File: config.mk
export PLATFORM = sky130hd
export DESIGN_NAME = ecg_glue
export DESIGN_NICKNAME = d
export VERILOG_FILES = /design/src/ecg_pkg.sv /design/src/ecg_glue.sv
export SDC_FILE = /design/constraint.sdc
export NUM_CORES = 1
export LEC_CHECK = 0
export CORE_AREA = 2 2 54 61
export CTS_BUF_LIST = sky130_fd_sc_hd__clkbuf_8
export DETAILED_ROUTE_END_ITERATION = 8
export DIE_AREA = 0 0 56 63
export DONT_BUFFER_PORTS = 1
export PLACE_DENSITY = 0.54
export SLEW_MARGIN = 20
export SYNTH_ARGS = -nofsm -noshare
export SYNTH_HDL_FRONTEND = slang
export SYNTH_SLANG_ARGS = --single-unit
File: constraint.sdc
create_clock -name core_clk_i -period 0.8 [get_ports core_clk_i]
set_clock_uncertainty 0.15 [all_clocks]
set_input_delay 0.08 -clock core_clk_i [delete_from_list [all_inputs] [get_ports core_clk_i]]
set_output_delay 0.08 -clock core_clk_i [all_outputs]
set_load 0.02 [all_outputs]
File: src/ecg_pkg.sv
// Constants for the card and NAND strobe glue.
// Assumes the address bus is the full 32-bit transfer address.
package ecg_pkg;

    // Card mode codes taken from the mode field of the address
    typedef enum logic [2:0] {
        ECG_MODE_ATTR   = 3'h0,
        ECG_MODE_COMMON = 3'h2,
        ECG_MODE_IO     = 3'h4,
        ECG_MODE_IDE    = 3'h6,
        ECG_MODE_ALT    = 3'h7
    } ecg_mode_e;

    // Address field positions
    localparam int unsigned ECG_MODE_MSB  = 23;
    localparam int unsigned ECG_MODE_LSB  = 21;
    localparam int unsigned ECG_ALE_BIT   = 21;
    localparam int unsigned ECG_CLE_BIT   = 22;
    localparam int unsigned ECG_A25_BIT   = 25;
    localparam int unsigned ECG_SPACE_MSB = 31;
    localparam int unsigned ECG_SPACE_LSB = 28;

    // Top nibble of the NAND space, 0x4000_0000 to 0x4FFF_FFFF
    localparam logic [3:0] ECG_NAND_SPACE = 4'h4;

    // Fixed enable patterns {high, low}
    localparam logic [1:0] ECG_CE_IDLE  = 2'h3;
    localparam logic [1:0] ECG_CE_ODD8  = 2'h2;
    localparam logic [1:0] ECG_CE_ALT   = 2'h1;

    // Reset values of the pins
    localparam logic ECG_STROBE_RST = 1'h1;
    localparam logic ECG_LATCH_RST  = 1'h0;
    localparam logic ECG_A25_RST    = 1'h0;

endpackage
File: src/ecg_glue.sv
// Card slot and NAND strobe glue behind the external bus pins.
// Assumes the static controller runs on core_clk_i; only the wait pin
// comes from outside and is synchronised. Every output is registered,
// so all pins lag the controller by one clock, uniformly.
//
// What this block and its software do
// [RL1] Software sets slot width to match access
// [RL2] Odd byte on low lane only 8-bit
// [RL3] Card enables follow slot chip select waveform
// [RL4] 16-bit common/IO: enables carry byte selects
// [RL5] Attribute mode: byte selects, odd byte lane too
// [RL6] 8-bit common/IO: high 1, low 0
// [RL7] IDE mode: high enable 1, low 0
// [RL8] Alternate IDE: high enable 0, low 1
// [RL9] Standby or unassigned: both enables high
// [RL10] I/O and IDE use I/O strobes
// [RL11] Memory modes use memory strobes only
// [RL12] IDE: memory read 0, write 1
// [RL13] Software sets setup/hold per card mode
// [RL14] Assign bit picks buffer or chip select
// [RL15] Shared pins carry card signals only then
// [RL16] Buffer select timed like slot chip select
// [RL17] Buffer direction valid whole transfer
// [RL18] Card wait extends the static access
// [RL19] NAND enabled by assign bit and space
// [RL20] NAND strobes follow static strobes
// [RL21] NAND strobes drop outside NAND space
// [RL22] NAND latches come from A22, A21
// [RL23] Software holds NAND enable on GPIO
// [RL24] Address bits 23:21 select card mode
// [RL25] ALE on A21, CLE on A22
// [RL26] Idle strobes rest high
`timescale 1ns/10ps
`default_nettype none

module ecg_glue
    import ecg_pkg::*;
(
    input  wire logic        core_clk_i,
    input  wire logic        rst_b_i,
    input  wire logic        clk_en_i,
    input  wire logic        slot0_chip_select_b_i,
    input  wire logic        slot1_chip_select_b_i,
    input  wire logic        nand_chip_select_b_i,
    input  wire logic        static_read_strobe_b_i,
    input  wire logic        static_write_strobe_b_i,
    input  wire logic        byte_lane0_select_b_i,
    input  wire logic        byte_lane1_select_b_i,
    input  wire logic        byte_lane3_select_b_i,
    input  wire logic [31:0] xfer_addr_i,
    input  wire logic        xfer_read_i,
    input  wire logic        slot0_width16_i,
    input  wire logic        slot1_width16_i,
    input  wire logic        slot0_assign_bit_i,
    input  wire logic        slot1_assign_bit_i,
    input  wire logic        nand_assign_bit_i,
    input  wire logic        standby_i,
    input  wire logic        wait_request_in_b_i,
    output logic             slot0_pin_b_o,
    output logic             slot1_pin_b_o,
    output logic             card_enable_low_b_o,
    output logic             card_enable_high_b_o,
    output logic             rd_pin_b_o,
    output logic             wr_pin_b_o,
    output logic             lane1_pin_b_o,
    output logic             lane3_pin_b_o,
    output logic             a25_pin_o,
    output logic             nand_read_strobe_b_o,
    output logic             nand_write_strobe_b_o,
    output logic             nand_ale_o,
    output logic             nand_cle_o,
    output logic             static_wait_b_o
);

    logic      rst_s1_reg;
    logic      rst_n;
    logic      wait_s1_reg;
    logic      wait_s2_reg;
    logic      slot0_sel;
    logic      slot1_sel;
    logic      card_sel;
    logic      width16;
    logic      nand_sel;
    ecg_mode_e mode;
    logic [1:0] ce_next;
    logic      mem_rd_next;
    logic      mem_wr_next;
    logic      io_rd_next;
    logic      io_wr_next;

    // Reset release through two flops; assertion stays asynchronous
    always_ff @(posedge core_clk_i or negedge rst_b_i) begin
        if (!rst_b_i) begin
            rst_s1_reg <= 1'b0;
            rst_n      <= 1'b0;
        end else begin
            rst_s1_reg <= 1'b1;
            rst_n      <= rst_s1_reg;
        end
    end

    // Wait pin is asynchronous to the core clock
    always_ff @(posedge core_clk_i or negedge rst_n) begin
        if (!rst_n) begin
            wait_s1_reg <= 1'b1;
            wait_s2_reg <= 1'b1;
        end else if (clk_en_i) begin
            wait_s1_reg <= wait_request_in_b_i;
            wait_s2_reg <= wait_s1_reg;
        end
    end

    // Which space owns the current transfer
    always_comb begin
        slot0_sel = slot0_assign_bit_i && !slot0_chip_select_b_i;
        slot1_sel = slot1_assign_bit_i && !slot1_chip_select_b_i;
        card_sel  = slot0_sel || slot1_sel;
        width16   = slot0_sel ? slot0_width16_i : slot1_width16_i;
        mode      = ecg_mode_e'(
                        xfer_addr_i[ECG_MODE_MSB:ECG_MODE_LSB]);     // RL24
        nand_sel  = nand_assign_bit_i && !nand_chip_select_b_i       // RL19
                    && (xfer_addr_i[ECG_SPACE_MSB:ECG_SPACE_LSB]
                        == ECG_NAND_SPACE);
    end

    // Card enable pattern; a 0 in a fixed pattern is the chip select
    // itself, so the enables share its waveform
    always_comb begin
        ce_next = ECG_CE_IDLE;                                       // RL9
        if (card_sel && !standby_i) begin                            // RL3
            case (mode)
                ECG_MODE_ATTR: begin
                    ce_next = {byte_lane1_select_b_i,                // RL5
                               byte_lane0_select_b_i};
                end
                ECG_MODE_COMMON, ECG_MODE_IO: begin
                    if (width16) begin
                        ce_next = {byte_lane1_select_b_i,            // RL4
                                   byte_lane0_select_b_i};
                    end else begin
                        ce_next = ECG_CE_ODD8;                       // RL6
                    end
                end
                ECG_MODE_IDE: begin
                    ce_next = ECG_CE_ODD8;                           // RL7
                end
                ECG_MODE_ALT: begin
                    ce_next = ECG_CE_ALT;                            // RL8
                end
                default: begin
                    ce_next = ECG_CE_IDLE;
                end
            endcase
        end
    end

    // Card strobe routing per mode; reserved codes leave all idle
    always_comb begin
        mem_rd_next = 1'b1;
        mem_wr_next = 1'b1;
        io_rd_next  = 1'b1;
        io_wr_next  = 1'b1;
        if (card_sel) begin
            case (mode)
                ECG_MODE_ATTR, ECG_MODE_COMMON: begin
                    mem_rd_next = static_read_strobe_b_i;            // RL11
                    mem_wr_next = static_write_strobe_b_i;
                end
                ECG_MODE_IO: begin
                    io_rd_next = static_read_strobe_b_i;             // RL10
                    io_wr_next = static_write_strobe_b_i;
                end
                ECG_MODE_IDE, ECG_MODE_ALT: begin
                    mem_rd_next = 1'b0;                              // RL12
                    io_rd_next  = static_read_strobe_b_i;            // RL10
                    io_wr_next  = static_write_strobe_b_i;
                end
                default: begin
                    mem_rd_next = 1'b1;
                end
            endcase
        end
    end

    // Card enables
    always_ff @(posedge core_clk_i or negedge rst_n) begin
        if (!rst_n) begin
            card_enable_high_b_o <= ECG_STROBE_RST;
            card_enable_low_b_o  <= ECG_STROBE_RST;
        end else if (clk_en_i) begin
            card_enable_high_b_o <= ce_next[1];                      // RL2
            card_enable_low_b_o  <= ce_next[0];
        end
    end

    // Slot pins: buffer select and chip select share one waveform,
    // only the consumer on the board changes with the assign bit
    always_ff @(posedge core_clk_i or negedge rst_n) begin
        if (!rst_n) begin
            slot0_pin_b_o <= ECG_STROBE_RST;
            slot1_pin_b_o <= ECG_STROBE_RST;
        end else if (clk_en_i) begin
            slot0_pin_b_o <= slot0_assign_bit_i ?                    // RL14
                             slot0_chip_select_b_i :                 // RL16
                             slot0_chip_select_b_i;
            slot1_pin_b_o <= slot1_assign_bit_i ?
                             slot1_chip_select_b_i :
                             slot1_chip_select_b_i;
        end
    end

    // Shared pins revert to plain bus signals outside card accesses;
    // idle static strobes are high, so idle pins rest high too
    always_ff @(posedge core_clk_i or negedge rst_n) begin
        if (!rst_n) begin
            rd_pin_b_o    <= ECG_STROBE_RST;                         // RL26
            wr_pin_b_o    <= ECG_STROBE_RST;
            lane1_pin_b_o <= ECG_STROBE_RST;
            lane3_pin_b_o <= ECG_STROBE_RST;
            a25_pin_o     <= ECG_A25_RST;
        end else if (clk_en_i) begin
            if (card_sel) begin                                      // RL15
                rd_pin_b_o    <= mem_rd_next;
                wr_pin_b_o    <= mem_wr_next;
                lane1_pin_b_o <= io_rd_next;
                lane3_pin_b_o <= io_wr_next;
                a25_pin_o     <= xfer_read_i;                        // RL17
            end else begin
                rd_pin_b_o    <= static_read_strobe_b_i;
                wr_pin_b_o    <= static_write_strobe_b_i;
                lane1_pin_b_o <= byte_lane1_select_b_i;
                lane3_pin_b_o <= byte_lane3_select_b_i;
                a25_pin_o     <= xfer_addr_i[ECG_A25_BIT];
            end
        end
    end

    // NAND strobes and latch enables, cut as soon as the space is left
    always_ff @(posedge core_clk_i or negedge rst_n) begin
        if (!rst_n) begin
            nand_read_strobe_b_o  <= ECG_STROBE_RST;
            nand_write_strobe_b_o <= ECG_STROBE_RST;
            nand_ale_o            <= ECG_LATCH_RST;
            nand_cle_o            <= ECG_LATCH_RST;
        end else if (clk_en_i) begin
            if (nand_sel) begin
                nand_read_strobe_b_o  <= static_read_strobe_b_i;     // RL20
                nand_write_strobe_b_o <= static_write_strobe_b_i;
                nand_ale_o <= xfer_addr_i[ECG_ALE_BIT];              // RL22
                nand_cle_o <= xfer_addr_i[ECG_CLE_BIT];              // RL25
            end else begin
                nand_read_strobe_b_o  <= 1'b1;                       // RL21
                nand_write_strobe_b_o <= 1'b1;
                nand_ale_o            <= 1'b0;
                nand_cle_o            <= 1'b0;
            end
        end
    end

    // Card wait forwarded to the controller; only card spaces stall,
    // so a floating slot wait line cannot hang NAND or other cycles
    always_ff @(posedge core_clk_i or negedge rst_n) begin
        if (!rst_n) begin
            static_wait_b_o <= ECG_STROBE_RST;
        end else if (clk_en_i) begin
            static_wait_b_o <= !(card_sel && !wait_s2_reg);         // RL18
        end
    end
endmodule

`default_nettype wire

==> flow_summary.yaml, run 1 <==
yosys:
  synth_top_area_share_pct: 40.44
  yosysTopAreaCell: "dfstp_2"
  synth_area_um2: 844.6
  synthCells: 81
  ys_seq_elements: 18
  syn-num-nets: 132
  synth_area_per_cell_um2: 10.43
  yosys-top-cells-area: "dfstp_2, dfrtp_1, mux2_2"
  synth_cell_types: 24
  ys_seq_area_share_pct: 55.26
  yosysWarnings: 0
worst_hold_path:
  min_path_cells: 1
  worstHoldStart: "clk_en_i"
  hp-class: "in2reg"
  holdPathEnd: "static_wait_b_o$_DFFE_PN1P_"
setup_path:
  worst_ep_required_time_ns: 0.57
  rr_startpoint: "card_enable_low_b_o$_DFFE_PN1P_"
  crit_path_top_delay_cell: "dfstp_2"
  cpPeakStageDelay_ns: 0.56
  crit_chain: "buf_6"
  worst-path-buf-inv: 1
  rrSetupSlack_ns: -0.20
  cp_max_fo: 2
  arrival_ns: 0.92
  reg2reg_to: "card_enable_low_b_o$_DFFE_PN1P_"
  critPathLaunchType: "register"
  endpoint_kind: "output port"
  reg2regPathDepth: 2
  cp_top_family: "flip-flops"
  worstSetupPathType: "reg2out"
power:
  p_int_uw: 1718
  total_power_uw: 2256
  clkPwrFrac_pct: 32.8
  p_sw_share_pct: 23.83
  combPwrFrac_pct: 19.5
  power_frac_seq_pct: 47.7
  power_density_nw_per_um2: 1787
  switchingPower_uw: 537.5
  peakVddDrop_v: 0.001171
  p_leak_uw: 0.0005357
clock_network:
  clk_pin_slew_ns: 0.07
  h-tree-depth: 1
  clock_path_buffers: 2
  cts-hold-fix-buffers: 1
  clk_latency_ns: 0.25
  tritoncts: "yes"
  cts.sinks: 18
  cts_made_buffers: 3
  root_buffer: "clkbuf_8"
place:
  place_inst: 129
  dpl_cell_area_um2: 1097
  gp_congestion: 0.7134
  io_buffers: 0
  dp_hpwl_um: 1461
detailed_routing:
  avgRoutedWirePerCell_um: 13.67
  drtIter0Drc: 13
  drt_wl_total_um: 1886
  drcViolationCount: 0
  drt_first_pass_iters: 4
  via_per_inst: 4.833
  via_count: 667
  ant_nets: 0
floorplanning:
  design.die.area_um2: 3528
  die_h_um: 63
  start_util_pct: 28.70
  row_count: 21
  io_pins: 65
  die_x_um: 56
  core_area_um2: 2943
finish:
  final_cells: 138
  syn_to_final_growth_pct: 49.48
  antenna_cells: 0
  layout_common_cells: "dfstp_2, buf_6, nand2_1"
  drive_gt1_share_pct: 58.65
  fin_area_um2: 1262
  final_nets: 156
sta:
  fin_crit_sh_pct: 144.3
  fin_crit_ns: 1.154
  fin_ws_ns: -0.3543
  rsz0062_at_grt: "true"
  slew_viol_final: 0
  hold_violations: 18
  fmax_mhz: 866.3
  fin_hold_ws_ns: -0.2937
  setup_viol: 29
outcome:
  status: "complete, but fails checks"
  violations: "hold timing, setup timing"
global_route:
  grt_start_max_net_pins: 28
  grt_antenna_before_repair: 0
  gr-usage-all-layers_pct: 11.58
  first_global_vias: 669
  grt_pass1_wl_um: 3208
  grt_overflow: 0
job:
  max_cap_viol_count: 0
==> logic make-up after synthesis <==
kind of cell | Yosys count | share of synthesized area (%)
and+or+nand+nor | 28 | 18.37
AOI/OAI and AO/OA | 19 | 14.37
DFF | 18 | 55.26
buffers and inverters | 10 | 5.037
muxes | 5 | 6.518
other | 1 | 0.4440
==> stage by stage <==
| stage | utilization, % | hold slack [ns] | worst slack [ns] | setup TNS (ns) |
|---|---|---|---|---|
| 5_1_grt | 42.90 | -0.2991 | -0.3763 | -6.841 |
| 4_1_cts | 41.79 | -0.2830 | -0.3595 | -6.117 |
| 6_report | 42.90 | -0.2937 | -0.3543 | -6.090 |
| 2_1_floorplan | - | -0.3656 | -0.1779 | -1.779 |
| 3_3_place_gp | 37.29 | -0.3655 | -0.2161 | -2.411 |
| 3_5_place_dp | 37.29 | -0.3655 | -0.2845 | -2.678 |
==> cell type report <==
class	count	area (um^2)
Clock buffer	4	55.05
Fill cell	295	1680
Inverter	6	22.52
Multi-Input combinational cell	53	399.1
Sequential cell	18	469.2
Tap cell	34	42.54
Timing Repair Buffer	23	274.0
==> power groups by stage <==
stage / clock network [uW] / registers, uW / logic, uW
2_1_floorplan: 0 / 1150 / 186
3_3_place_gp: 0 / 1080 / 379
3_5_place_dp: 0 / 1080 / 384
4_1_cts: 752 / 1070 / 430
5_1_grt: 803 / 1080 / 477
6_report: 739 / 1080 / 441
==> repair_timing <==
action                                 CTS  global route
setup endpoints to repair               27            30
endpoints found under the hold margin   18            18
buffers inserted                         3             1
resized for setup                       12             9
pin swaps                                3             1
==> how the worst max path moves through the flow <==
stage	from	endpoint	cells after the start
floorplan	slot0_chip_select_b_i	card_enable_low_b_o$_DFFE_PN1P_	4
global placement	slot0_chip_select_b_i	card_enable_low_b_o$_DFFE_PN1P_	4
detailed placement	slot0_chip_select_b_i	card_enable_low_b_o$_DFFE_PN1P_	4
CTS	wr_pin_b_o$_DFFE_PN1P_	wr_pin_b_o	1
global route	slot1_pin_b_o$_DFFE_PN1P_	slot1_pin_b_o	1
finish	slot1_pin_b_o$_DFFE_PN1P_	slot1_pin_b_o	1
==> synth_stat cells, drive strengths merged <==
cell and number:
a21oi 5, a31oi 1, and2 1, buf 4
conb 1, dfrtp 5, dfstp 13, inv 6
mux2 4, mux2i 1, nand2 8, nand2b 4
nand3b 2, nor2 8, nor3 2, nor3b 1
nor4b 1, o21ai 4, o221ai 2, o22a 2
o22ai 4, o32a 1, or2 1
==> routing by layer <==
layer | wire (um) | track usage, % | vias up
met4 | 26 | 4.464 | 0
met1 | 777 | 14.68 | 312
met3 | 158 | 3.934 | 4
met2 | 924 | 18.09 | 30
li1 | - | - | 321
met5 | 0 | 0 | -
No activity file was read; power rests on OpenSTA's default activity.
==> run 2, diff against run 1 <==
- CTS_BUF_LIST: sky130_fd_sc_hd__clkbuf_8 -> default
- PLACE_DENSITY: 0.54 -> default
==> run 2 against run 1 <==
  * The run still ends with hold timing, setup timing left
  * Via count rose by 1.9%
  * Register-to-register slack better by 0.05 ns
  * Sequential share of layout area increased by 0.22 points
  * Final area shrank 0.59%
  * Total power down 6.7%
  * Clock-buffer cell count stayed put
  * Routed wire length increased by 5.1%
  * Non-clock buffer count down 1
  * Sequential power hardly changed
==> flow_summary.yaml, run 2 (same netlist as run 1, synthesis figures left out) <==
clock_network:
  cts_made_buffers: 3
  cts-hold-fix-buffers: 4
  clk_latency_ns: 0.30
  cts.sinks: 18
  tritoncts: "yes"
  clock_path_buffers: 2
  clk_pin_slew_ns: 0.11
  h-tree-depth: 1
  root_buffer: "clkbuf_4"
place:
  io_buffers: 0
  dp_hpwl_um: 1525
  gp_congestion: 0.8344
  place_inst: 128
sta:
  fin_hold_ws_ns: -0.3402
  fin_ws_ns: -0.4221
  slew_viol_final: 0
  fin_crit_ns: 1.222
  fmax_mhz: 818.2
  rsz0062_at_grt: "true"
  hold_violations: 18
  fin_crit_sh_pct: 152.8
  setup_viol: 30
detailed_routing:
  ant_nets: 0
  drt_first_pass_iters: 3
  via_count: 680
  avgRoutedWirePerCell_um: 14.47
  drt_wl_total_um: 1982
  drcViolationCount: 0
  via_per_inst: 4.964
  drtIter0Drc: 13
job:
  max_cap_viol_count: 0
power:
  p_sw_share_pct: 25.82
  peakVddDrop_v: 0.0009445
  power_frac_seq_pct: 51.2
  p_int_uw: 1562
  combPwrFrac_pct: 21.5
  p_leak_uw: 0.0005238
  clkPwrFrac_pct: 27.3
  power_density_nw_per_um2: 1678
  switchingPower_uw: 543.7
finish:
  drive_gt1_share_pct: 58.25
  layout_common_cells: "dfstp_2, buf_6, nand2_1"
  final_nets: 155
  antenna_cells: 0
  final_cells: 137
  n_fill_cell: 295
  layout_commonest_cell: "dfstp_2"
  syn_to_final_growth_pct: 48.59
setup_path:
  reg2regPathDepth: 2
  worst-path-buf-inv: 1
  cp_top_family: "flip-flops"
  crit_chain: "buf_12"
  crit_path_top_delay_cell: "dfstp_2"
  endpoint_kind: "output port"
  path_depth: 1
  critPathLaunchType: "register"
  arrival_ns: 0.99
  worst_ep_required_time_ns: 0.57
  cpPeakStageDelay_ns: 0.58
  worstSetupPathType: "reg2out"
  cp_max_fo: 2
global_route:
  gr-usage-all-layers_pct: 11.31
  grt_antenna_before_repair: 0
  first_global_vias: 714
  grt_overflow: 0
  grt_pass1_wl_um: 3174
  grt_start_max_net_pins: 28
floorplanning:
  core_area_um2: 2943
  design.die.area_um2: 3528
  row_count: 21
  die_x_um: 56
  start_util_pct: 28.70
  die_h_um: 63
  io_pins: 65
worst_hold_path:
  min_path_cells: 1
  hp-class: "in2reg"
outcome:
  violations: "hold timing, setup timing"
  status: "complete, but fails checks"
[run 2: worst reg2reg max path: cells and delay by family (launching register included)]
kind | cells | cell delay (ns)
buf+inv | 1 | 0.04
compound gates | 1 | 0.14
flops | 1 | 0.56
[run 2: routing by layer]
layer  global-route usage [%]  part of all wire [%]
met1                    11.90                    38
met2                    20.74                    53
met3                    3.313                   7.5
met4                    4.464                   1.5
met5                        0                     0
[run 2: repair_timing]
action,CTS,global route
buffers inserted,1,0
gates resized for setup,12,12
hold endpoints to repair,18,18
pin swaps,3,2
setup endpoints to repair,28,30
[run 2: metrics by stage]
step	TNS, ns	total power, uW	cell area [um^2]	setup WS, ns	utilization [%]
finish	-6.825	2106	1255	-0.4221	42.64
CTS	-6.951	2095	1215	-0.4256	41.28
floorplan	-1.779	1332	898.4	-0.1779	-
global placement	-2.460	1453	1090	-0.2048	37.03
global route	-7.576	2189	1255	-0.4426	42.64
detailed placement	-2.768	1460	1090	-0.2651	37.03
[run 2: layout make-up]
| type | instances | area [um^2] | area share [%] |
|---|---|---|---|
| well taps | 34 | 42.54 | 3.390 |
| clock buffers | 4 | 36.28 | 2.891 |
| repair buffers | 22 | 270.3 | 21.54 |
| inverters | 6 | 22.52 | 1.795 |
| flip-flops and latches | 18 | 469.2 | 37.39 |
| multi-input cells | 53 | 414.1 | 33.00 |
[run 2: final timing paths]
kind                                                 start                                 to  slack [ns]
hold reg to reg                            rst_n$_DFF_PN0_              a25_pin_o$_DFFE_PN0P_        0.04
setup / recovery           card_enable_low_b_o$_DFFE_PN1P_                card_enable_low_b_o       -0.42
setup reg to reg                 lane1_pin_b_o$_DFFE_PN1P_          lane1_pin_b_o$_DFFE_PN1P_       -0.15
min in group asynchronous                          rst_b_i               rst_s1_reg$_DFF_PN0_       -0.15
max in group asynchronous                  rst_n$_DFF_PN0_  nand_write_strobe_b_o$_DFFE_PN1P_        0.25
hold / removal                                    clk_en_i        static_wait_b_o$_DFFE_PN1P_       -0.34
[run 2: power by group through the flow]
stage | registers (uW) | logic (uW) | clock network, uW
after floorplan | 1150 | 186 | 0
after global placement | 1080 | 375 | 0
after detailed placement | 1080 | 381 | 0
after CTS | 1070 | 433 | 588
after global routing | 1090 | 490 | 612
final | 1080 | 453 | 575
